**src/verilog/rbp_pkg.sv**
```systemverilog
// Package of constants for the RS-232 bit-bang I/O port.
package rbp_pkg;
  localparam logic [7:0] PORT_ADDR_RST = 8'h00_C0;
  localparam int LINE_W = 4;
  localparam logic [3:0] UPPER_READ = 4'h000F;
  localparam logic [3:0] LATCH_RST = 4'h0000;
  localparam int BIT_TXD = 0;
  localparam int BIT_RTS = 1;
  localparam int BIT_SEC = 2;
  localparam int BIT_DTR = 3;
  localparam int BIT_INTLK = 2;
  localparam logic ROLE_TERMINAL = 1'b0;
  localparam logic ROLE_SET = 1'b1;
endpackage

```
**src/verilog/rbp_port.sv**
```systemverilog
// RS-232 bit-bang port: output latch and gated input port; the synced role plug changes no output.
`timescale 1ns/1ns
module rbp_port #(
  parameter logic [7:0] PORT_ADDR = rbp_pkg::PORT_ADDR_RST
) (
  // Clock, reset, enable
  input wire logic clock_i,
  input wire logic rst_i,
  input wire logic clk_en_i,
  // Backplane I/O bus
  input wire logic [7:0] addr_i,
  input wire logic io_rd_i,
  input wire logic io_wr_i,
  input wire logic [7:0] data_i,
  output logic [7:0] data_o,
  output logic data_oe_o,
  // Role plug and line pins
  input wire logic role_select_plug_i,
  input wire logic [3:0] line_rx_i,
  input wire logic cable_intlk_n_i,
  // Both roles: pins for each signal pair
  output logic txd_rxd_o,
  output logic rts_cts_o,
  output logic secondary_transmit_line_o,
  output logic dtr_dsr_o
);
  logic [3:0] latch_ff;
  logic [3:0] rx_s1_ff;
  logic [3:0] rx_s2_ff;
  logic [1:0] intlk_ff;
  logic [1:0] role_ff;
  logic [7:0] data_ff;
  logic oe_ff;
  logic [3:0] drv_ff;
  logic [3:0] nxt_rd;
  logic sel;

  // Card decode on bits 7..1, even address picks this port pair.
  assign sel = (addr_i[7:1] == PORT_ADDR[7:1]) && !addr_i[0];

  // Pins from outside pass two flip-flops before use.
  always_ff @(posedge clock_i) begin
    if (rst_i) begin
      rx_s1_ff <= 4'h0000;
      rx_s2_ff <= 4'h0000;
      intlk_ff <= 2'h0;
      role_ff <= 2'h0;
    end else if (clk_en_i) begin
      rx_s1_ff <= line_rx_i;
      rx_s2_ff <= rx_s1_ff;
      intlk_ff <= {intlk_ff[0], cable_intlk_n_i};
      role_ff <= {role_ff[0], role_select_plug_i};
    end
  end

  // The latch resets to LATCH_RST; the input path's sync flops are reset in the block above.
  always_ff @(posedge clock_i) begin
    if (rst_i) begin
      latch_ff <= rbp_pkg::LATCH_RST;
    end else if (clk_en_i && io_wr_i && sel) begin
      latch_ff <= data_i[3:0];
    end
  end

  // Interlock grounded by the cable reads as one in the spare receiver bit.
  always_comb begin
    nxt_rd = rx_s2_ff;
    nxt_rd[rbp_pkg::BIT_INTLK] = rx_s2_ff[rbp_pkg::BIT_INTLK] | ~intlk_ff[1];
  end

  always_ff @(posedge clock_i) begin
    if (rst_i) begin
      data_ff <= 8'h0000;
      oe_ff <= 1'b0;
    end else if (clk_en_i) begin
      oe_ff <= io_rd_i && sel;
      data_ff <= (io_rd_i && sel) ? {rbp_pkg::UPPER_READ, nxt_rd} : 8'h0000;
    end
  end

  // Both roles drive the same latch bits; the plug does not change which pins
  // carry them, so the pin per bit is the signal pair name. One flop per
  // line keeps each driver independent, as software times every line on
  // its own.
  for (genvar b = 0; b < rbp_pkg::LINE_W; b++) begin : gen_drv
    always_ff @(posedge clock_i) begin
      if (rst_i) begin
        drv_ff[b] <= rbp_pkg::LATCH_RST[b];
      end else if (clk_en_i) begin
        drv_ff[b] <= latch_ff[b];
      end
    end
  end

  assign data_o = data_ff;
  assign data_oe_o = oe_ff;
  assign txd_rxd_o = drv_ff[rbp_pkg::BIT_TXD];
  assign rts_cts_o = drv_ff[rbp_pkg::BIT_RTS];
  assign secondary_transmit_line_o = drv_ff[rbp_pkg::BIT_SEC];
  assign dtr_dsr_o = drv_ff[rbp_pkg::BIT_DTR];

  // Software is trusted for bit timing; no rate checking here.

  write_loads_a: assert property (@(posedge clock_i) disable iff (rst_i)
    clk_en_i && io_wr_i && sel |=> latch_ff == $past(data_i[3:0]))
    else $error("latch missed write");
  read_gates_a: assert property (@(posedge clock_i) disable iff (rst_i)
    clk_en_i |=> data_oe_o == $past(io_rd_i && sel))
    else $error("bus enable wrong");
  upper_ones_a: assert property (@(posedge clock_i) disable iff (rst_i)
    data_oe_o |-> data_o[7:4] == rbp_pkg::UPPER_READ)
    else $error("upper nibble not ones");
  odd_ignored_a: assert property (@(posedge clock_i) disable iff (rst_i)
    clk_en_i && addr_i[0] |=> !data_oe_o)
    else $error("odd address answered");
  latch_holds_a: assert property (@(posedge clock_i) disable iff (rst_i)
    !(io_wr_i && sel) |=> $stable(latch_ff))
    else $error("latch changed without write");
  reset_clear_a: assert property (@(posedge clock_i)
    rst_i |=> latch_ff == rbp_pkg::LATCH_RST ##1 drv_ff == rbp_pkg::LATCH_RST)
    else $error("reset did not clear");
  pins_follow_a: assert property (@(posedge clock_i) disable iff (rst_i)
    clk_en_i |=> drv_ff == $past(latch_ff))
    else $error("drivers lag latch");
  idle_zero_a: assert property (@(posedge clock_i) disable iff (rst_i)
    !data_oe_o |-> data_o == 8'h0000)
    else $error("data driven while idle");

  // Freeze, sync and decode paths are reached by the bench only at a few
  // points, so they are pinned down here cycle by cycle.
  freeze_latch_a: assert property (
    @(posedge clock_i) disable iff (rst_i)
    !clk_en_i |=> $stable(latch_ff))
    else $error("latch moved while frozen");

  freeze_bus_a: assert property (
    @(posedge clock_i) disable iff (rst_i)
    !clk_en_i |=> $stable(data_o) && $stable(data_oe_o))
    else $error("bus moved while frozen");

  freeze_pins_a: assert property (
    @(posedge clock_i) disable iff (rst_i)
    !clk_en_i |=> $stable(drv_ff))
    else $error("drivers moved while frozen");

  read_data_a: assert property (
    @(posedge clock_i) disable iff (rst_i)
    clk_en_i && io_rd_i && sel |=>
      data_o[3:0] == ($past(rx_s2_ff) | {1'b0, ~$past(intlk_ff[1]), 2'b00}))
    else $error("read data not receivers");

  intlk_bit_a: assert property (
    @(posedge clock_i) disable iff (rst_i)
    clk_en_i && io_rd_i && sel && !intlk_ff[1] |=> data_o[rbp_pkg::BIT_INTLK])
    else $error("cable not reported");

  no_cable_bit_a: assert property (
    @(posedge clock_i) disable iff (rst_i)
    clk_en_i && io_rd_i && sel && intlk_ff[1] |=>
      data_o[rbp_pkg::BIT_INTLK] == $past(rx_s2_ff[rbp_pkg::BIT_INTLK]))
    else $error("interlock bit forced");

  sync_chain_a: assert property (
    @(posedge clock_i) disable iff (rst_i)
    clk_en_i |=> rx_s2_ff == $past(rx_s1_ff))
    else $error("receiver sync broken");

  role_sync_a: assert property (
    @(posedge clock_i) disable iff (rst_i)
    clk_en_i |=> role_ff[1] == $past(role_ff[0]))
    else $error("role sync broken");

  intlk_sync_a: assert property (
    @(posedge clock_i) disable iff (rst_i)
    clk_en_i |=> intlk_ff[1] == $past(intlk_ff[0]))
    else $error("interlock sync broken");

  card_decode_a: assert property (
    @(posedge clock_i) disable iff (rst_i)
    clk_en_i && io_rd_i && (addr_i[7:1] != PORT_ADDR[7:1]) |=> !data_oe_o)
    else $error("other card answered");

  reset_idle_a: assert property (
    @(posedge clock_i)
    rst_i |=> !data_oe_o && data_o == 8'h0000)
    else $error("bus busy after reset");

  no_read_idle_a: assert property (
    @(posedge clock_i) disable iff (rst_i)
    clk_en_i && !io_rd_i |=> !data_oe_o)
    else $error("bus driven without read");

  pins_reach_a: assert property (
    @(posedge clock_i) disable iff (rst_i)
    clk_en_i && io_wr_i && sel ##1 clk_en_i |=> drv_ff == $past(data_i[3:0], 2))
    else $error("write did not reach pins");
  wr_cov: cover property (@(posedge clock_i) io_wr_i && sel ##2 txd_rxd_o);
  rd_cov: cover property (@(posedge clock_i) io_rd_i && sel ##1 data_oe_o);
  intlk_cov: cover property (@(posedge clock_i) data_oe_o && data_o[2]);

  // One write cover per plug position, so both roles are seen.
  term_cov: cover property (
    @(posedge clock_i) role_ff[1] == rbp_pkg::ROLE_TERMINAL && io_wr_i && sel);
  set_cov: cover property (
    @(posedge clock_i) role_ff[1] == rbp_pkg::ROLE_SET && io_wr_i && sel);
endmodule

```
**config.mk**
```make
export PLATFORM = sky130hd
export DESIGN_NAME = rbp_port
export DESIGN_NICKNAME = d
export VERILOG_FILES = /design/src/verilog/rbp_pkg.sv /design/src/verilog/rbp_port.sv
export SDC_FILE = /design/constraint.sdc
export NUM_CORES = 1
export LEC_CHECK = 0
export ABC_AREA = 1
export BUFFER_PORTS_ARGS = -buffer_cell sky130_fd_sc_hd__buf_2
export CAP_MARGIN = 0
export CORE_MARGIN = 1.5
export CORE_UTILIZATION = 52
export CTS_BUF_LIST = sky130_fd_sc_hd__clkbuf_4
export CTS_CLUSTER_DIAMETER = 80
export CTS_CLUSTER_SIZE = 16
export DETAILED_ROUTE_END_ITERATION = 12
export MAX_ROUTING_LAYER = met4
export PLACE_DENSITY = 0.92
export RECOVER_POWER = 50
export SLEW_MARGIN = 40
export SYNTH_ARGS = -nofsm -noshare
export SYNTH_HDL_FRONTEND = slang
export SYNTH_SLANG_ARGS = --single-unit
```
**constraint.sdc**
```tcl
create_clock -name clock_i -period 2.2 [get_ports clock_i]
set_clock_uncertainty 0.2 [all_clocks]
set_input_delay 0.22 -clock clock_i [delete_from_list [all_inputs] [get_ports clock_i]]
set_output_delay 0.22 -clock clock_i [all_outputs]
set_load 0.005 [all_outputs]
```
==> results.json, run 1 <==
{
  "grt_antenna_before_repair": 0,
  "nNetsFinal": 191,
  "synth_top_family_by_area": "simple AND/OR/NAND/NOR gates",
  "drtAntennaViolNets": 0,
  "cts_sinks": 23,
  "synthAdderAreaFrac_pct": 0,
  "finalSetupTns_ps": 0,
  "ys_seq_area_share_pct": 48.4,
  "r2r_cells": 4,
  "ir_drop_mv": 0.448,
  "cts_buffer_depth": 2,
  "leakage_nw": 0.599,
  "crit_path_max_fanout": 18,
  "crit_type": "in2reg",
  "cts_resized": 0,
  "start_kind": "primary input",
  "wl_per_cell_um": 10.1,
  "worstMarginPinSlew_ps": 657,
  "layout_min_cycle_time_ps": 1520,
  "synth_compound_area_share_pct": 12.6,
  "finalWeightedCongestion": 0.758,
  "clock_latency_ps": 300,
  "utilization_pct": 69.8,
  "slew_headroom_pct": 56.2,
  "dr.pass1.iters": 4,
  "finalMaxSlewViolations": 0,
  "r2r-start": "rx_s2_ff[2]$_SDFFE_PP0P_",
  "clk_pin_slew_ps": 110,
  "cap_violations": 0,
  "finalInstanceArea_um2": 1200,
  "whs_path_depth": 6,
  "rows": 15,
  "syn_nets": 150,
  "postCtsSetupRepairBufs": 0,
  "syn-cell-area_um2": 952,
  "drive_gt1_share_pct": 22.1,
  "start_util_pct": 55.1,
  "vias_per_cell": 4.76,
  "hp-class": "in2reg",
  "io_pins": 40,
  "die_h_um": 45.8,
  "die-area_um2": 2100,
  "pre_cts_slack_ps": 829,
  "core-area_um2": 1730,
  "cts_buffers": 3,
  "place_hpwl_um": 1320,
  "synth_mux_area_share_pct": 0,
  "placed_area_um2": 1080,
  "dp.cells": 174,
  "overflow": 0,
  "ys_ff_latch": 23,
  "fin_ws_ps": 678,
  "die_width_um": 45.8,
  "rr_endpoint": "data_o[2]$_SDFFE_PP0P_",
  "cts_root_buf": "clkbuf_4",
  "io_buffers": 34,
  "cts_tree": "yes",
  "vias": 895,
  "arrival_ps": 1550,
  "rrSetupSlack_ps": 1290,
  "fin_hold_ws_ps": 112,
  "max_freq_mhz": 657,
  "finalHoldViolCount": 0,
  "p_total_mw": 0.718,
  "htreeDepth": 1,
  "avgSynthCellArea_um2": 7.74,
  "setup_viol": 0,
  "worstSetupEndpointType": "flop",
  "powerDensity_nw_per_um2": 596,
  "first_global_vias": 785,
  "min_to": "data_o[6]$_SDFFE_PP0P_",
  "grt_max_degree": 21,
  "grt_pass1_wl_um": 2990,
  "gr-usage-all-layers_pct": 20.4,
  "rsz0062_at_grt": "no",
  "required_ps": 2230,
  "num_antenna_cells": 0,
  "routed_wl_um": 1900,
  "drc": 0,
  "synth-xor-area-share_pct": 0,
  "area_growth_pct": 26.5,
  "finalNonFillerCells": 188,
  "period_share_pct": 69.2,
  "drt_iter0_drc": 19,
  "status": "complete, no violations",
  "hold_path_startpoint": "addr_i[0]",
  "syn-instance-count": 123,
  "yosysWarningCount": 0,
  "yosysUniqueCellTypes": 15,
  "yosys.area_share.simple_pct": 26.3
}
==> logic make-up (layout without fill, tap and decap cells) <==
group | count (synthesis) | in the layout
AO/OA/AOI/OAI | 24 | 24
AND/OR/NAND/NOR | 54 | 54
flip-flops | 23 | 23
buffers and inverters | 22 | 62
==> cell usage after synthesis <==
cell	instances	area [um2]
a21oi_1	10	50.1
buf_2	1	5.00
buf_4	4	30.0
buf_6	3	33.8
dfxtp_1	23	460
inv_1	13	48.8
inv_2	1	3.75
nand2_1	18	67.6
nand2_2	2	12.5
nand3_1	1	5.00
nand3b_4	1	20.0
nand4_1	4	25.0
nor2_1	26	97.6
nor2_4	2	22.5
o21ai_0	14	70.1
==> worst max-delay path, stage by stage <==
cell and delay (ps):
dlygate4sd3_1 550, buf_2 160, inv_1 320, o21ai_0 150
a21oi_1 150
==> area by class of cell <==
cell class              count  area, um2
repair buffers             44        260
clock buffers               4       30.0
well taps                  25       31.3
multi-input cells          78        370
flip-flops and latches     23        460
inverters                  14       52.6
fillers                   163        522
==> cells in the final DEF (no fill, tap or decap) <==
cell type | synthesis | layout
buf_2 | 1 | 26
nand4_1 | 4 | 4
inv_1 | 13 | 13
nand3b_4 | 1 | 1
a21oi_1 | 10 | 10
clkbuf_4 | 0 | 4
nor2_1 | 26 | 26
nand2_2 | 2 | 2
inv_2 | 1 | 1
clkbuf_1 | 0 | 8
nand2_1 | 18 | 18
nand3_1 | 1 | 1
o21ai_0 | 14 | 14
dlygate4sd3_1 | 0 | 10
dfxtp_1 | 23 | 23
nor2_4 | 2 | 2
==> routing by layer <==
layer	track usage, %	up-vias	share of wire, %
met2	38.3	29	51
met1	20.3	400	42
li1	-	464	-
met3	2.38	2	5.4
met5	-	-	0
met4	10.3	0	1.1
==> power by group <==
group          switching, mW  total [mW]  internal, mW
logic                 0.0417      0.0819        0.0402
clock network          0.114       0.197        0.0829
registers            0.00687       0.439         0.432
total                  0.162       0.718         0.555
==> worst max path at each step <==
stage,cells past startpoint,startpoint,slack [ps],to
after floorplan,6,addr_i[5],1150,latch_ff[0]$_SDFFE_PP0P_
after global placement,4,clk_en_i,830,rx_s2_ff[2]$_SDFFE_PP0P_
after detailed placement,4,clk_en_i,830,rx_s2_ff[2]$_SDFFE_PP0P_
after CTS,5,rst_i,700,dtr_dsr_o$_SDFFE_PP0P_
after global routing,5,rst_i,520,dtr_dsr_o$_SDFFE_PP0P_
final,5,rst_i,680,dtr_dsr_o$_SDFFE_PP0P_
==> registers in the layout, summed over array words and instances (netlist names) <==
signal and flops:
dtr_dsr_o 1, txd_rxd_o 1, latch_ff 4, rx_s1_ff 4, data_o 5, rts_cts_o 1
intlk_ff 2, rx_s2_ff 4, secondary_transmit_line_o 1
==> what timing repair did <==
| item | 4_1_cts | 5_1_grt |
|---|---|---|
| setup endpoints to repair | 0 | 0 |
| endpoints found under the hold margin | 14 | 0 |
| hold buffers | 10 | 0 |
Note: power is estimated with default switching activity, not from simulation.
==> run 2, diff against run 1 <==
--- a/config.mk
+++ b/config.mk
@@ -9,13 +9,13 @@
 export BUFFER_PORTS_ARGS = -buffer_cell sky130_fd_sc_hd__buf_2
 export CAP_MARGIN = 0
 export CORE_MARGIN = 1.5
-export CORE_UTILIZATION = 52
+export CORE_UTILIZATION = 44
 export CTS_BUF_LIST = sky130_fd_sc_hd__clkbuf_4
 export CTS_CLUSTER_DIAMETER = 80
 export CTS_CLUSTER_SIZE = 16
 export DETAILED_ROUTE_END_ITERATION = 12
 export MAX_ROUTING_LAYER = met4
-export PLACE_DENSITY = 0.92
+export PLACE_DENSITY = 0.83
 export RECOVER_POWER = 50
 export SLEW_MARGIN = 40
 export SYNTH_ARGS = -nofsm -noshare
==> constraint.sdc (replaced) <==
create_clock -name clock_i -period 1.37 [get_ports clock_i]
set_clock_uncertainty 0.2 [all_clocks]
set_input_delay 0.137 -clock clock_i [delete_from_list [all_inputs] [get_ports clock_i]]
set_output_delay 0.137 -clock clock_i [all_outputs]
set_load 0.005 [all_outputs]
==> run 2 against run 1 <==
Non-clock buffer count rose by 2. Worst hold slack worse by 110 ps. Sequential share of layout area is 0.24 points lower. Cell area increased by 0.62%. Combinational power rose by 64%. Flip-flop and latch count stayed put. Total power is 60% higher. Cell count grew 2.1%. Register-to-register slack worse by 830 ps. Clock power is 58% higher. Routed wire length grew 5.2%. Core utilization is 9.2 points lower. Critical endpoint is now data_o[6]$_SDFFE_PP0P_. Largest power group unchanged. Highest routed layer unchanged.
==> results.json, run 2 (same netlist as run 1, synthesis figures left out) <==
{
  "cts_root_buf": "clkbuf_4",
  "place_hpwl_um": 1290,
  "finalHoldViolCount": 0,
  "gr-usage-all-layers_pct": 18.0,
  "dr.pass1.iters": 4,
  "required_ps": 1420,
  "slew_headroom_pct": 69.3,
  "utilization_pct": 60.6,
  "pre_cts_slack_ps": 180,
  "crit_type": "in2reg",
  "mostFrequentLayoutCells": "buf_2, nor2_1, dfxtp_1",
  "vias": 883,
  "arrival_ps": 1250,
  "drtAntennaViolNets": 0,
  "htreeDepth": 1,
  "leakage_nw": 0.613,
  "cts_buffers": 3,
  "setup_viol": 0,
  "fin_ws_ps": 166,
  "cts_sinks": 23,
  "ir_drop_mv": 0.654,
  "powerDensity_nw_per_um2": 950,
  "overflow": 0,
  "wl_per_cell_um": 10.4,
  "first_global_vias": 803,
  "io_pins": 40,
  "hp-class": "in2reg",
  "start_util_pct": 47.6,
  "cts_buffer_depth": 2,
  "nNetsFinal": 193,
  "rows": 16,
  "period_share_pct": 87.9,
  "fillCellCount": 195,
  "start_kind": "primary input",
  "grt_pass1_wl_um": 3420,
  "status": "complete, no violations",
  "clk_pin_slew_ps": 130,
  "die_width_um": 49.5,
  "worstMarginPinSlew_ps": 460,
  "max_freq_mhz": 831,
  "cap_violations": 0,
  "die-area_um2": 2450,
  "area_growth_pct": 27.3,
  "drc": 0,
  "cts_tree": "yes",
  "placed_area_um2": 1090,
  "finalNonFillerCells": 192,
  "routed_wl_um": 1990,
  "grt_max_degree": 19,
  "finalSetupTns_ps": 0,
  "dp.cells": 177,
  "io_buffers": 34,
  "rsz0062_at_grt": "no",
  "p_total_mw": 1.15,
  "worstSetupEndpointType": "flop",
  "layout_min_cycle_time_ps": 1200,
  "mostFrequentLayoutCell": "buf_2",
  "finalMaxSlewViolations": 0,
  "drive_gt1_share_pct": 26.1,
  "fin_hold_ws_ps": 7.07,
  "crit_path_max_fanout": 6,
  "clock_latency_ps": 310,
  "vias_per_cell": 4.60,
  "largest_reg_flops": 5,
  "num_antenna_cells": 0,
  "grt_antenna_before_repair": 0,
  "finalWeightedCongestion": 0.772,
  "die_h_um": 49.5,
  "drt_iter0_drc": 22,
  "core-area_um2": 2000,
  "finalInstanceArea_um2": 1210,
  "cts_resized": 0,
  "postCtsSetupRepairBufs": 0
}
run 2: worst max-delay path, stage by stage:
cell	delay, ps
buf_2	90
inv_1	40
nand2_1	80
nor2_4	140
dlygate4sd3_1	570
nand3_1	70
a21oi_1	130
run 2: cell type report:
type	count	area, um2	area share (%)
Clock buffer	3	22.5	1.86
Clock inverter	1	5.00	0.413
Inverter	14	52.6	4.33
Multi-Input combinational cell	78	350	28.9
Tap cell	27	33.8	2.79
Sequential cell	23	460	38.0
Timing Repair Buffer	46	288	23.7
run 2: worst paths after layout:
path	from	endpoint	cells past startpoint	slack, ps
max	addr_i[3]	data_o[6]$_SDFFE_PP0P_	7	170
min	addr_i[7]	data_o[1]$_SDFFE_PP0P_	5	7
max reg2reg	rx_s2_ff[2]$_SDFFE_PP0P_	data_o[2]$_SDFFE_PP0P_	4	460
min reg2reg	latch_ff[3]$_SDFFE_PP0P_	dtr_dsr_o$_SDFFE_PP0P_	2	280
run 2: routing by layer:
metal / part of all wire [%] / track usage, %
met3: 7.0 / 2.73
met2: 47 / 30.4
met1: 46 / 21.6
met4: 0.60 / 6.94
met5: 0 / -
run 2: power by group:
| group | switching (mW) | internal (mW) |
|---|---|---|
| clock | 0.203 | 0.109 |
| sequential | 0.0118 | 0.695 |
| combinational | 0.0664 | 0.0672 |
| total | 0.281 | 0.871 |
run 2: timing repair:
action	4_1_cts	5_1_grt
hold endpoints to repair	14	0
hold buffers	11	0
endpoints found under the setup margin	0	0
